$ cat src/logic/jack_detect_defs.svh
// Holds the constants of the jack-detect and slow-timer block.
// Assumes inclusion by bare name from the design package and module.
`ifndef JACK_DETECT_DEFS_SVH
`define JACK_DETECT_DEFS_SVH

`define JD_ADDR_CTRL 4'h0
`define JD_ADDR_GPIO 4'h1
`define JD_ADDR_JACK 4'h2
`define JD_ADDR_MASK 4'h3
`define JD_ADDR_STAT 4'h4
`define JD_ADDR_IRQM 4'h5
`define JD_ADDR_OUTS 4'h6
`define JD_ADDR_ZCTO 4'h7

// Control word fields.
`define JD_CTRL_TIMER_EN 0
`define JD_CTRL_RATE_LSB 1
`define JD_CTRL_BIAS_EN 4
`define JD_CTRL_LOUT_L 5
`define JD_CTRL_LOUT_R 6
// Jack config fields.
`define JD_JACK_EN 0
`define JD_JACK_SEL_LSB 1
`define JD_JACK_BIAS 3
// Status bits.
`define JD_STAT_TICK 0
`define JD_STAT_JACK 1
`define JD_STAT_ZCTO 2

`define JD_TICK_MS 128
`define JD_CLK_KHZ 100000
// Full-rate divider for 128 ms at 100 MHz; other rates scale it.
`define JD_TICK_CYCLES (`JD_TICK_MS * `JD_CLK_KHZ)
// Half-period marks that a change must survive before the level flips.
`define JD_DEB_TICKS 3'h6
`define JD_ZERO32 32'h0000_0000
`define JD_ZERO8 8'h00
`define JD_ZERO3 3'h0
`define JD_ZERO2 2'h0

`endif

$ cat src/logic/jack_detect_pkg.sv
// Holds the types of the jack-detect and slow-timer block.
// Assumes the constants header is on the include path.
`include "jack_detect_defs.svh"
package jack_detect_pkg;
  typedef enum logic [2:0] {
    DEB_IDLE = 3'b001,
    DEB_WAIT = 3'b010,
    DEB_DONE = 3'b100
  } deb_state_t;
endpackage : jack_detect_pkg

$ cat src/logic/jack_detect_slow_timer.sv
// Slow timer tick generator, jack-sense debouncer and jack-linked enables.
// Assumes one 100 MHz clock, a plain register port and asynchronous pins.
// Contract
// RQ1: Slow timer is disabled after reset and runs only once software enables it.
// RQ2: Tick comes from an integer clock divider chosen by indicated sample rate, 128 ms.
// RQ3: Tick period scales with the ratio of actual to indicated sample rate.
// RQ4: Software enables the timer whenever debounce or holdoff timeout is used.
// RQ5: Optional slow-timer timeout ends a pending zero-crossing volume holdoff.
// RQ6: Pin a may be input or output; pins b and c are inputs only.
// RQ7: Exactly one of three pins feeds jack detect, chosen by a field.
// RQ8: Jack detect has enable, pin select and a bias-enable option.
// RQ9: Debounced level changes after 2.5 to 3.5 ticks of steady change.
// RQ10: Bias generator enable is debounced jack OR the software bias bit.
// RQ11: Each line output enable is its power bit AND jack-derived enable.
// RQ12: Two output masks: one for jack level 1, one for jack level 0.
// RQ13: Software disconnects a line input's analog path when used as logic.
// RQ14: The jack-sense pins pass a two-stage synchroniser before the debouncer.
`include "jack_detect_defs.svh"
`timescale 1ns/1ps
`default_nettype none

module jack_detect_slow_timer
#(
  parameter int unsigned TICK_CYCLES = `JD_TICK_CYCLES
)
(
  input wire logic clk_sys_i,
  input wire logic rst_n_i,
  input wire logic [3:0] addr_i,
  input wire logic [7:0] wdata_i,
  input wire logic wr_i,
  input wire logic rd_i,
  output logic [7:0] rdata_o,
  input wire logic multi_io_pin_a_i,
  input wire logic sense_in_pin_b_i,
  input wire logic sense_in_pin_c_i,
  output logic multi_io_pin_a_o,
  output logic multi_io_pin_a_oe_o,
  input wire logic zc_holdoff_pending_i,
  output logic zc_timeout_o,
  output logic jack_level_o,
  output logic bias_gen_enable_o,
  output logic line_out_left_en_o,
  output logic line_out_right_en_o,
  output logic irq_o
);

  ////////////////////////////////////////////////////////////////////////////
  // Register file.

  logic [7:0] ctrl;
  logic [7:0] gpio_cfg;
  logic [7:0] jack_cfg;
  logic [7:0] out_mask;
  logic [2:0] status;
  logic [2:0] irq_mask;
  logic [3:0] zc_limit;

  wire wr_ctrl = wr_i && (addr_i == `JD_ADDR_CTRL);
  wire wr_gpio = wr_i && (addr_i == `JD_ADDR_GPIO);
  wire wr_jack = wr_i && (addr_i == `JD_ADDR_JACK);
  wire wr_mask = wr_i && (addr_i == `JD_ADDR_MASK);
  wire wr_stat = wr_i && (addr_i == `JD_ADDR_STAT);
  wire wr_irqm = wr_i && (addr_i == `JD_ADDR_IRQM);
  wire wr_zcto = wr_i && (addr_i == `JD_ADDR_ZCTO);

  wire timer_en = ctrl[`JD_CTRL_TIMER_EN];
  wire [2:0] rate_sel = ctrl[`JD_CTRL_RATE_LSB +: 3];
  wire jack_en = jack_cfg[`JD_JACK_EN];
  wire [1:0] jack_sel = jack_cfg[`JD_JACK_SEL_LSB +: 2];
  wire jack_bias = jack_cfg[`JD_JACK_BIAS];
  wire jack_on_a = jack_en && (jack_sel == `JD_ZERO2 || jack_sel == 2'h3);
  wire [2:0] next_irq_mask = wr_irqm ? wdata_i[2:0] : irq_mask;

  // Reset leaves the timer disabled; it runs only after software sets the bit.
  always_ff @(posedge clk_sys_i or negedge rst_n_i)
  begin
    if (!rst_n_i)
    begin
      ctrl <= `JD_ZERO8; // see RQ1
      gpio_cfg <= `JD_ZERO8;
      jack_cfg <= `JD_ZERO8;
      out_mask <= `JD_ZERO8;
      irq_mask <= `JD_ZERO3;
      zc_limit <= 4'h0;
    end
    else
    begin
      if (wr_ctrl) ctrl <= wdata_i;
      if (wr_gpio) gpio_cfg <= wdata_i;
      if (wr_jack) jack_cfg <= wdata_i; // see RQ8
      if (wr_mask) out_mask <= wdata_i; // see RQ12
      if (wr_irqm) irq_mask <= wdata_i[2:0];
      if (wr_zcto) zc_limit <= wdata_i[3:0];
    end
  end

  ////////////////////////////////////////////////////////////////////////////
  // Slow timer.

  // Divider per indicated rate: 48k, 32k, 24k, 16k, 12k, 8k; rate is fixed
  // by the clock, so a wrong indication stretches the tick proportionally.
  function automatic logic [31:0] tick_div(input logic [2:0] sel);
    case (sel)
      3'h1: tick_div = 32'(TICK_CYCLES * 3 / 2);
      3'h2: tick_div = 32'(TICK_CYCLES * 2);
      3'h3: tick_div = 32'(TICK_CYCLES * 3);
      3'h4: tick_div = 32'(TICK_CYCLES * 4);
      3'h5: tick_div = 32'(TICK_CYCLES * 6);
      default: tick_div = 32'(TICK_CYCLES);
    endcase
  endfunction : tick_div

  logic [31:0] div_cnt;
  logic tick;
  logic half_tick;
  wire [31:0] div_top = tick_div(rate_sel) - 32'h0000_0001; // see RQ2
  wire div_wrap = (div_cnt >= div_top); // see RQ3
  wire [31:0] div_mid = div_top >> 1;
  wire div_half = (div_cnt == div_mid);
  wire [31:0] next_div_cnt = div_wrap ? `JD_ZERO32 : div_cnt + 32'h0000_0001;

  always_ff @(posedge clk_sys_i or negedge rst_n_i)
  begin
    if (!rst_n_i)
    begin
      div_cnt <= `JD_ZERO32;
      tick <= 1'b0;
      half_tick <= 1'b0;
    end
    else
    begin
      div_cnt <= timer_en ? next_div_cnt : `JD_ZERO32; // see RQ1
      tick <= timer_en && div_wrap; // see RQ2
      half_tick <= timer_en && (div_wrap || div_half); // see RQ9
    end
  end

  ////////////////////////////////////////////////////////////////////////////
  // Pins and synchronisers.

  logic [2:0] pin_meta;
  logic [2:0] pin_sync;

  // Only pin a can drive; b and c have no output path at all.
  always_ff @(posedge clk_sys_i or negedge rst_n_i)
  begin
    if (!rst_n_i)
    begin
      pin_meta <= `JD_ZERO3;
      pin_sync <= `JD_ZERO3;
      multi_io_pin_a_o <= 1'b0;
      multi_io_pin_a_oe_o <= 1'b0;
    end
    else
    begin
      pin_meta <= {sense_in_pin_c_i, sense_in_pin_b_i, multi_io_pin_a_i}; // see RQ14
      pin_sync <= pin_meta; // see RQ14
      multi_io_pin_a_oe_o <= gpio_cfg[0] && !jack_on_a; // see RQ6
      multi_io_pin_a_o <= gpio_cfg[1]; // see RQ6
    end
  end

  // Selection 3 is treated as pin a so exactly one source is ever chosen.
  wire jack_raw = (jack_sel == 2'h1) ? pin_sync[1] :
                  (jack_sel == 2'h2) ? pin_sync[2] : pin_sync[0]; // see RQ7

  ////////////////////////////////////////////////////////////////////////////
  // Debouncer: a change must stay through six half-period marks of the slow
  // timer. The first mark falls within half a period of the change, so a steady
  // change flips the level after 2.5 to 3 periods; any gap starts over.

  jack_detect_pkg::deb_state_t deb_state;
  jack_detect_pkg::deb_state_t next_deb_state;
  logic [2:0] deb_cnt;
  logic jack_level;
  wire differs = jack_en && (jack_raw != jack_level);

  always_comb
  begin
    next_deb_state = deb_state;
    case (deb_state)
      jack_detect_pkg::DEB_IDLE:
        if (differs) next_deb_state = jack_detect_pkg::DEB_WAIT;
      jack_detect_pkg::DEB_WAIT:
        if (!differs) next_deb_state = jack_detect_pkg::DEB_IDLE; // see RQ9
        else if (half_tick && deb_cnt == `JD_DEB_TICKS - 3'h1)
          next_deb_state = jack_detect_pkg::DEB_DONE;
      jack_detect_pkg::DEB_DONE: next_deb_state = jack_detect_pkg::DEB_IDLE;
      default: next_deb_state = jack_detect_pkg::DEB_IDLE;
    endcase
  end

  always_ff @(posedge clk_sys_i or negedge rst_n_i)
  begin
    if (!rst_n_i)
    begin
      deb_state <= jack_detect_pkg::DEB_IDLE;
      deb_cnt <= `JD_ZERO3;
      jack_level <= 1'b0;
    end
    else
    begin
      deb_state <= next_deb_state;
      if (deb_state != jack_detect_pkg::DEB_WAIT || !differs) deb_cnt <= `JD_ZERO3;
      else if (half_tick) deb_cnt <= deb_cnt + 3'h1; // see RQ9
      if (deb_state == jack_detect_pkg::DEB_DONE) jack_level <= ~jack_level; // see RQ9
    end
  end

  ////////////////////////////////////////////////////////////////////////////
  // Zero-crossing holdoff timeout, counted in slow ticks; zero disables it.

  logic [3:0] zc_cnt;
  wire zc_expire = zc_holdoff_pending_i && zc_limit != 4'h0 && tick
                   && zc_cnt == zc_limit - 4'h1;

  always_ff @(posedge clk_sys_i or negedge rst_n_i)
  begin
    if (!rst_n_i)
    begin
      zc_cnt <= 4'h0;
      zc_timeout_o <= 1'b0;
    end
    else
    begin
      if (!zc_holdoff_pending_i || zc_expire) zc_cnt <= 4'h0;
      else if (tick) zc_cnt <= zc_cnt + 4'h1; // see RQ5
      zc_timeout_o <= zc_expire; // see RQ5
    end
  end

  ////////////////////////////////////////////////////////////////////////////
  // Linked enables, status and read-back.

  // Mask low nibble applies at jack level 1, high nibble at level 0.
  wire [1:0] jack_outs = !jack_en ? 2'h3 : jack_level ? out_mask[1:0] : out_mask[5:4]; // see RQ12
  wire jack_edge = deb_state == jack_detect_pkg::DEB_DONE;
  wire [2:0] events = {zc_expire, jack_edge, tick};
  wire [2:0] next_status = events | (status & ~(wr_stat ? wdata_i[2:0] : `JD_ZERO3));

  always_ff @(posedge clk_sys_i or negedge rst_n_i)
  begin
    if (!rst_n_i)
    begin
      status <= `JD_ZERO3;
      irq_o <= 1'b0;
      jack_level_o <= 1'b0;
      bias_gen_enable_o <= 1'b0;
      line_out_left_en_o <= 1'b0;
      line_out_right_en_o <= 1'b0;
      rdata_o <= `JD_ZERO8;
    end
    else
    begin
      status <= next_status;
      irq_o <= |(next_status & next_irq_mask);
      jack_level_o <= jack_level;
      bias_gen_enable_o <= ctrl[`JD_CTRL_BIAS_EN] || (jack_bias && jack_level); // see RQ10
      line_out_left_en_o <= ctrl[`JD_CTRL_LOUT_L] && jack_outs[0]; // see RQ11
      line_out_right_en_o <= ctrl[`JD_CTRL_LOUT_R] && jack_outs[1]; // see RQ11
      if (!rd_i) rdata_o <= `JD_ZERO8;
      else
        case (addr_i)
          `JD_ADDR_CTRL: rdata_o <= ctrl;
          `JD_ADDR_GPIO: rdata_o <= gpio_cfg;
          `JD_ADDR_JACK: rdata_o <= jack_cfg;
          `JD_ADDR_MASK: rdata_o <= out_mask;
          `JD_ADDR_STAT: rdata_o <= {5'h00, status};
          `JD_ADDR_IRQM: rdata_o <= {5'h00, irq_mask};
          `JD_ADDR_OUTS: rdata_o <= {4'h0, pin_sync, jack_level};
          `JD_ADDR_ZCTO: rdata_o <= {4'h0, zc_limit};
          default: rdata_o <= `JD_ZERO8;
        endcase
    end
  end

  ////////////////////////////////////////////////////////////////////////////
  // Assertions.

  a_timer_off_quiet: assert property (@(posedge clk_sys_i) disable iff (!rst_n_i) // see RQ1
    !timer_en |=> !tick) else $error("tick while timer disabled");

  a_bias_or_gate: assert property (@(posedge clk_sys_i) disable iff (!rst_n_i) // see RQ10
    (ctrl[`JD_CTRL_BIAS_EN] || (jack_bias && jack_level)) |=> bias_gen_enable_o)
    else $error("bias enable missing");

  a_line_and_gate: assert property (@(posedge clk_sys_i) disable iff (!rst_n_i) // see RQ11
    !ctrl[`JD_CTRL_LOUT_L] |=> !line_out_left_en_o) else $error("left out on without power bit");

  a_right_and_gate: assert property (@(posedge clk_sys_i) disable iff (!rst_n_i) // see RQ11
    !ctrl[`JD_CTRL_LOUT_R] |=> !line_out_right_en_o) else $error("right out on without power bit");

  a_jack_needs_ticks: assert property (@(posedge clk_sys_i) disable iff (!rst_n_i) // see RQ9
    (deb_state == jack_detect_pkg::DEB_DONE) |-> $past(deb_cnt) == `JD_DEB_TICKS - 3'h1)
    else $error("jack changed too early");

  a_pin_a_only_drive: assert property (@(posedge clk_sys_i) disable iff (!rst_n_i) // see RQ6
    jack_on_a |=> !multi_io_pin_a_oe_o) else $error("pin a driven as sense");

  a_zc_after_tick: assert property (@(posedge clk_sys_i) disable iff (!rst_n_i) // see RQ5
    zc_timeout_o |-> $past(tick) && $past(zc_holdoff_pending_i)) else $error("timeout without tick");

  a_tick_single: assert property (@(posedge clk_sys_i) disable iff (!rst_n_i) // see RQ2
    tick |=> !tick) else $error("tick longer than one cycle");

  a_irq_follows: assert property (@(posedge clk_sys_i) disable iff (!rst_n_i)
    (|(status & irq_mask)) |-> irq_o) else $error("irq not raised");

endmodule : jack_detect_slow_timer

`default_nettype wire

$ cat config.mk
export PLATFORM = sky130hd
export DESIGN_NAME = jack_detect_slow_timer
export DESIGN_NICKNAME = d
export VERILOG_FILES = /design/src/logic/jack_detect_pkg.sv /design/src/logic/jack_detect_slow_timer.sv
export VERILOG_INCLUDE_DIRS = /design/src /design/src/logic
export SDC_FILE = /design/constraint.sdc
export NUM_CORES = 1
export LEC_CHECK = 0
export BUFFER_PORTS_ARGS = -buffer_cell sky130_fd_sc_hd__buf_2
export CAP_MARGIN = 20
export CORE_UTILIZATION = 55
export DETAILED_ROUTE_END_ITERATION = 7
export HOLD_SLACK_MARGIN = 0.08
export PLACE_DENSITY_LB_ADDON = 0.2
export SYNTH_ARGS = -nofsm -noshare
export SYNTH_HDL_FRONTEND = slang
export SYNTH_SLANG_ARGS = --single-unit
$ cat constraint.sdc
create_clock -name clk_sys_i -period 3.3 [get_ports clk_sys_i]
set_input_delay 0.165 -clock clk_sys_i [delete_from_list [all_inputs] [get_ports clk_sys_i]]
set_output_delay 0.165 -clock clk_sys_i [all_outputs]
set_load 0.02 [all_outputs]
==> results.toml <==
[timing]
period_minus_slack_ns = 3.108
hold_violations = 0
fin_setup_tns_ns = 0
setup_violations = 0
slew_headroom_pct = 28.00
rsz0062_at_grt = "no"
fin_worst_skew_ns = 0.01350
fmax_mhz = 321.8
fin_crit_sh_pct = 94.17
report.final.slew_viol_count = 0
tightest_slew_ns = 1.079

[layout]
antennaDiodeCount = 0
fillers = 837
final_cells = 731
layout-drive-gt1-share_pct = 21.68
syn_to_final_growth_pct = 11.45
final_core_util_pct = 63.65
final_nets = 635

[setup_path]
reg2reg_depth = 10
start_kind = "flop"
cp_num_buf_inv = 1
rr_startpoint = "ctrl[3]"
criticalPathCategory = "flop to flop"
crit_top_cell = "or4_4"
path_cells = "or3b_4 -> ha_2 -> xor2_1 -> ha_1 -> nand3_1 -> or4_4 -> a2111oi_4 -> or4_4 -> clkbuf_16 -> nor3_1"
crit_arrival_ns = 3.34
crit_path_end_kind = "flop"
required_ns = 3.53
path_delay_family = "simple AND/OR/NAND/NOR gates"
critical_path.max_stage_delay_ns = 0.50
r2r_end = "div_cnt[12]"
ff2ff_setup_slack_ns = 0.19
slowest_stage = "or4_4"
critPathMaxFanout = 14

[power]
power.density_nw_per_um2 = 517.5
finalPower_w = 0.003416
vdd.ir_drop.worst_uv = 457.2
p_leak_nw = 2.923

[global_route]
grt_overflow = 0
grt_max_degree = 47
grt_pass1_vias = 4187
grt_pass1_wl_mm = 20.99
grt_use_total_pct = 24.35
antenna_found_initial = 0

[clocking]
cts_buffer_depth = 2
cts_tree = "built"
cts_setup_buffers = 0
cts.sinks = 109
h-tree-depth = 3
root_buffer = "clkbuf_8"
clk_pin_slew_ns = 0.10
cts_buffers = 9
clk_latency_ns = 0.39

[hold_path]
min-delay-start = "wdata_i[1]"
worstHoldPathType = "input port to flop"
min_path_cells = 3
min_to = "zc_limit[1]"

[floorplanning]
row_count = 37
start_util_pct = 57.11
dieHeight_um = 105.8
io_pins = 36
die_width_um = 105.8
core_um2 = 10370
die-area_um2 = 11190

[yosys]
ys_types = 63
synthArstFlopShare_pct = 100.0
yosysMostFrequentCell = "dfrtp_1"
yosysTopAreaCellShare_pct = 45.64
synth-seq-cells = 109
synthTopCellsByCount = "dfrtp_1, mux2_2, nor2_1"
synth_edf_count = 0
syn-cell-area_um2 = 5922
synthTopCellsByArea = "dfrtp_1, mux2_2, ha_1"
synth_ff_type = "dfrtp_1"
yosysSeqAreaShare_pct = 46.08
synthCells = 547
syn_area_per_cell_um2 = 10.83
synth_top_area_cell = "dfrtp_1"
synth_warnings = 0

[placement]
dp_cells = 705
place_congestion = 0.9204
post-dp-hpwl_mm = 8.989
io_buffers = 35

[run_status]
status = "finished, final reports clean"

[route]
drt_iter0_markers = 361
route.antenna.remaining_nets = 0
drc_errors = 0
num_vias = 4249
routed_wl_mm = 12.72
via_per_inst = 5.813
first_pass_iters = 5
routedWlPerCell_um = 17.40

[run]
cap_violations = 0
cell families (layout without fill, tap and decap cells):
| group | count (synthesis) | count (layout) | share of synthesized area [%] |
|---|---|---|---|
| simple gates | 190 | 190 | 18.38 |
| flops | 109 | 109 | 46.08 |
| compound gates | 79 | 79 | 9.423 |
| mux | 52 | 52 | 10.44 |
| xor+xnor | 45 | 45 | 6.888 |
| buf+inv | 44 | 90 | 3.211 |
| fa+ha+maj | 26 | 26 | 5.451 |
| other cells | 2 | 4 | 0.1268 |
worst max-delay path by stage:
stage             from          end  cells past startpoint
5_1_grt        ctrl[1]  div_cnt[12]                     12
3_3_place_gp   ctrl[3]   div_cnt[3]                     10
3_5_place_dp   ctrl[3]   div_cnt[5]                     10
4_1_cts        ctrl[3]   div_cnt[5]                     10
2_1_floorplan  ctrl[2]  div_cnt[21]                     12
6_report       ctrl[3]  div_cnt[12]                     10
power breakdown:
| group | switching [W] | leakage (nW) | internal [W] | total (W) |
|---|---|---|---|---|
| clock network | 0.000473 | 0.113 | 0.000435 | 0.000909 |
| logic | 0.000465 | 1.40 | 0.000415 | 0.000881 |
| registers | 0.000123 | 1.41 | 0.00150 | 0.00163 |
flip-flops by register name, indices dropped and copies added, names as in the netlist, 3 cells and up:
register,count
status,3
gpio_cfg,8
irq_mask,3
zc_limit,4
div_cnt,32
rdata_o,8
deb_cnt,3
jack_cfg,8
pin_meta,3
pin_sync,3
out_mask,8
ctrl,8
deb_state,3
zc_cnt,4
final cells by class:
cell class / count / area, µm² / area share [%]
Clock buffer: 10 / 127.6 / 1.934
Clock inverter: 6 / 98.84 / 1.498
Inverter: 18 / 67.56 / 1.024
Multi-Input combinational cell: 396 / 3019 / 45.74
Sequential cell: 109 / 2729 / 41.35
Tap cell: 136 / 170.2 / 2.578
Timing Repair Buffer: 56 / 387.9 / 5.877
tightest hold or removal path, delay by kind of cell:
| kind | cells | cell delay, ns |
|---|---|---|
| and+or+nand+nor | 1 | 0.06 |
| buffers and inverters | 1 | 0.15 |
| AOI/OAI and AO/OA | 1 | 0.07 |
per-layer routing:
layer / vias to the layer above / wire length, µm / GRT usage (%)
li1: 2025 / - / -
met4: 0 / 124 / 5.456
met1: 2117 / 5696 / 32.97
met5: - / 0 / 0
met2: 97 / 6180 / 39.45
met3: 10 / 721 / 6.246
repair_timing:
item                                   4_1_cts  5_1_grt
gates cloned                                 0        1
hold buffers                                 9        0
pin swaps                                    0        2
endpoints found under the hold margin       67        0
setup endpoints to repair                    1       29
resized for setup                            1        3
per-stage QoR:
step | area (µm²) | hold WS, ns | setup slack [ns]
2_1_floorplan | 5929 | -0.1306 | 0.04841
3_3_place_gp | 6250 | 0.1902 | 0.1226
3_5_place_dp | 6250 | 0.2023 | 0.01240
4_1_cts | 6570 | 0.08374 | 0.01821
5_1_grt | 6600 | 0.1059 | 0.07004
6_report | 6600 | 0.09814 | 0.1925
layout by cell type (no fill, tap or decap), types with 6 or more instances in the layout:
cell,netlist,routed
clkbuf_8,0,9
mux2i_1,10,10
nor3_1,24,24
ha_1,25,24
a21oi_1,21,21
nand4_1,14,14
xnor2_1,20,20
and3_1,8,8
nor2_1,30,30
dfrtp_1,108,108
nor3b_1,8,8
inv_1,18,18
buf_2,1,34
a21boi_0,7,6
nand3_1,21,21
a21o_1,8,8
o21ai_0,9,9
nor2b_1,14,14
buf_4,0,11
nor3_2,11,11
mux2_2,38,38
nand2b_1,8,8
nand2_1,28,28
xor2_1,24,24
dlygate4sd3_1,0,9
(Power assumes the default switching activity.)
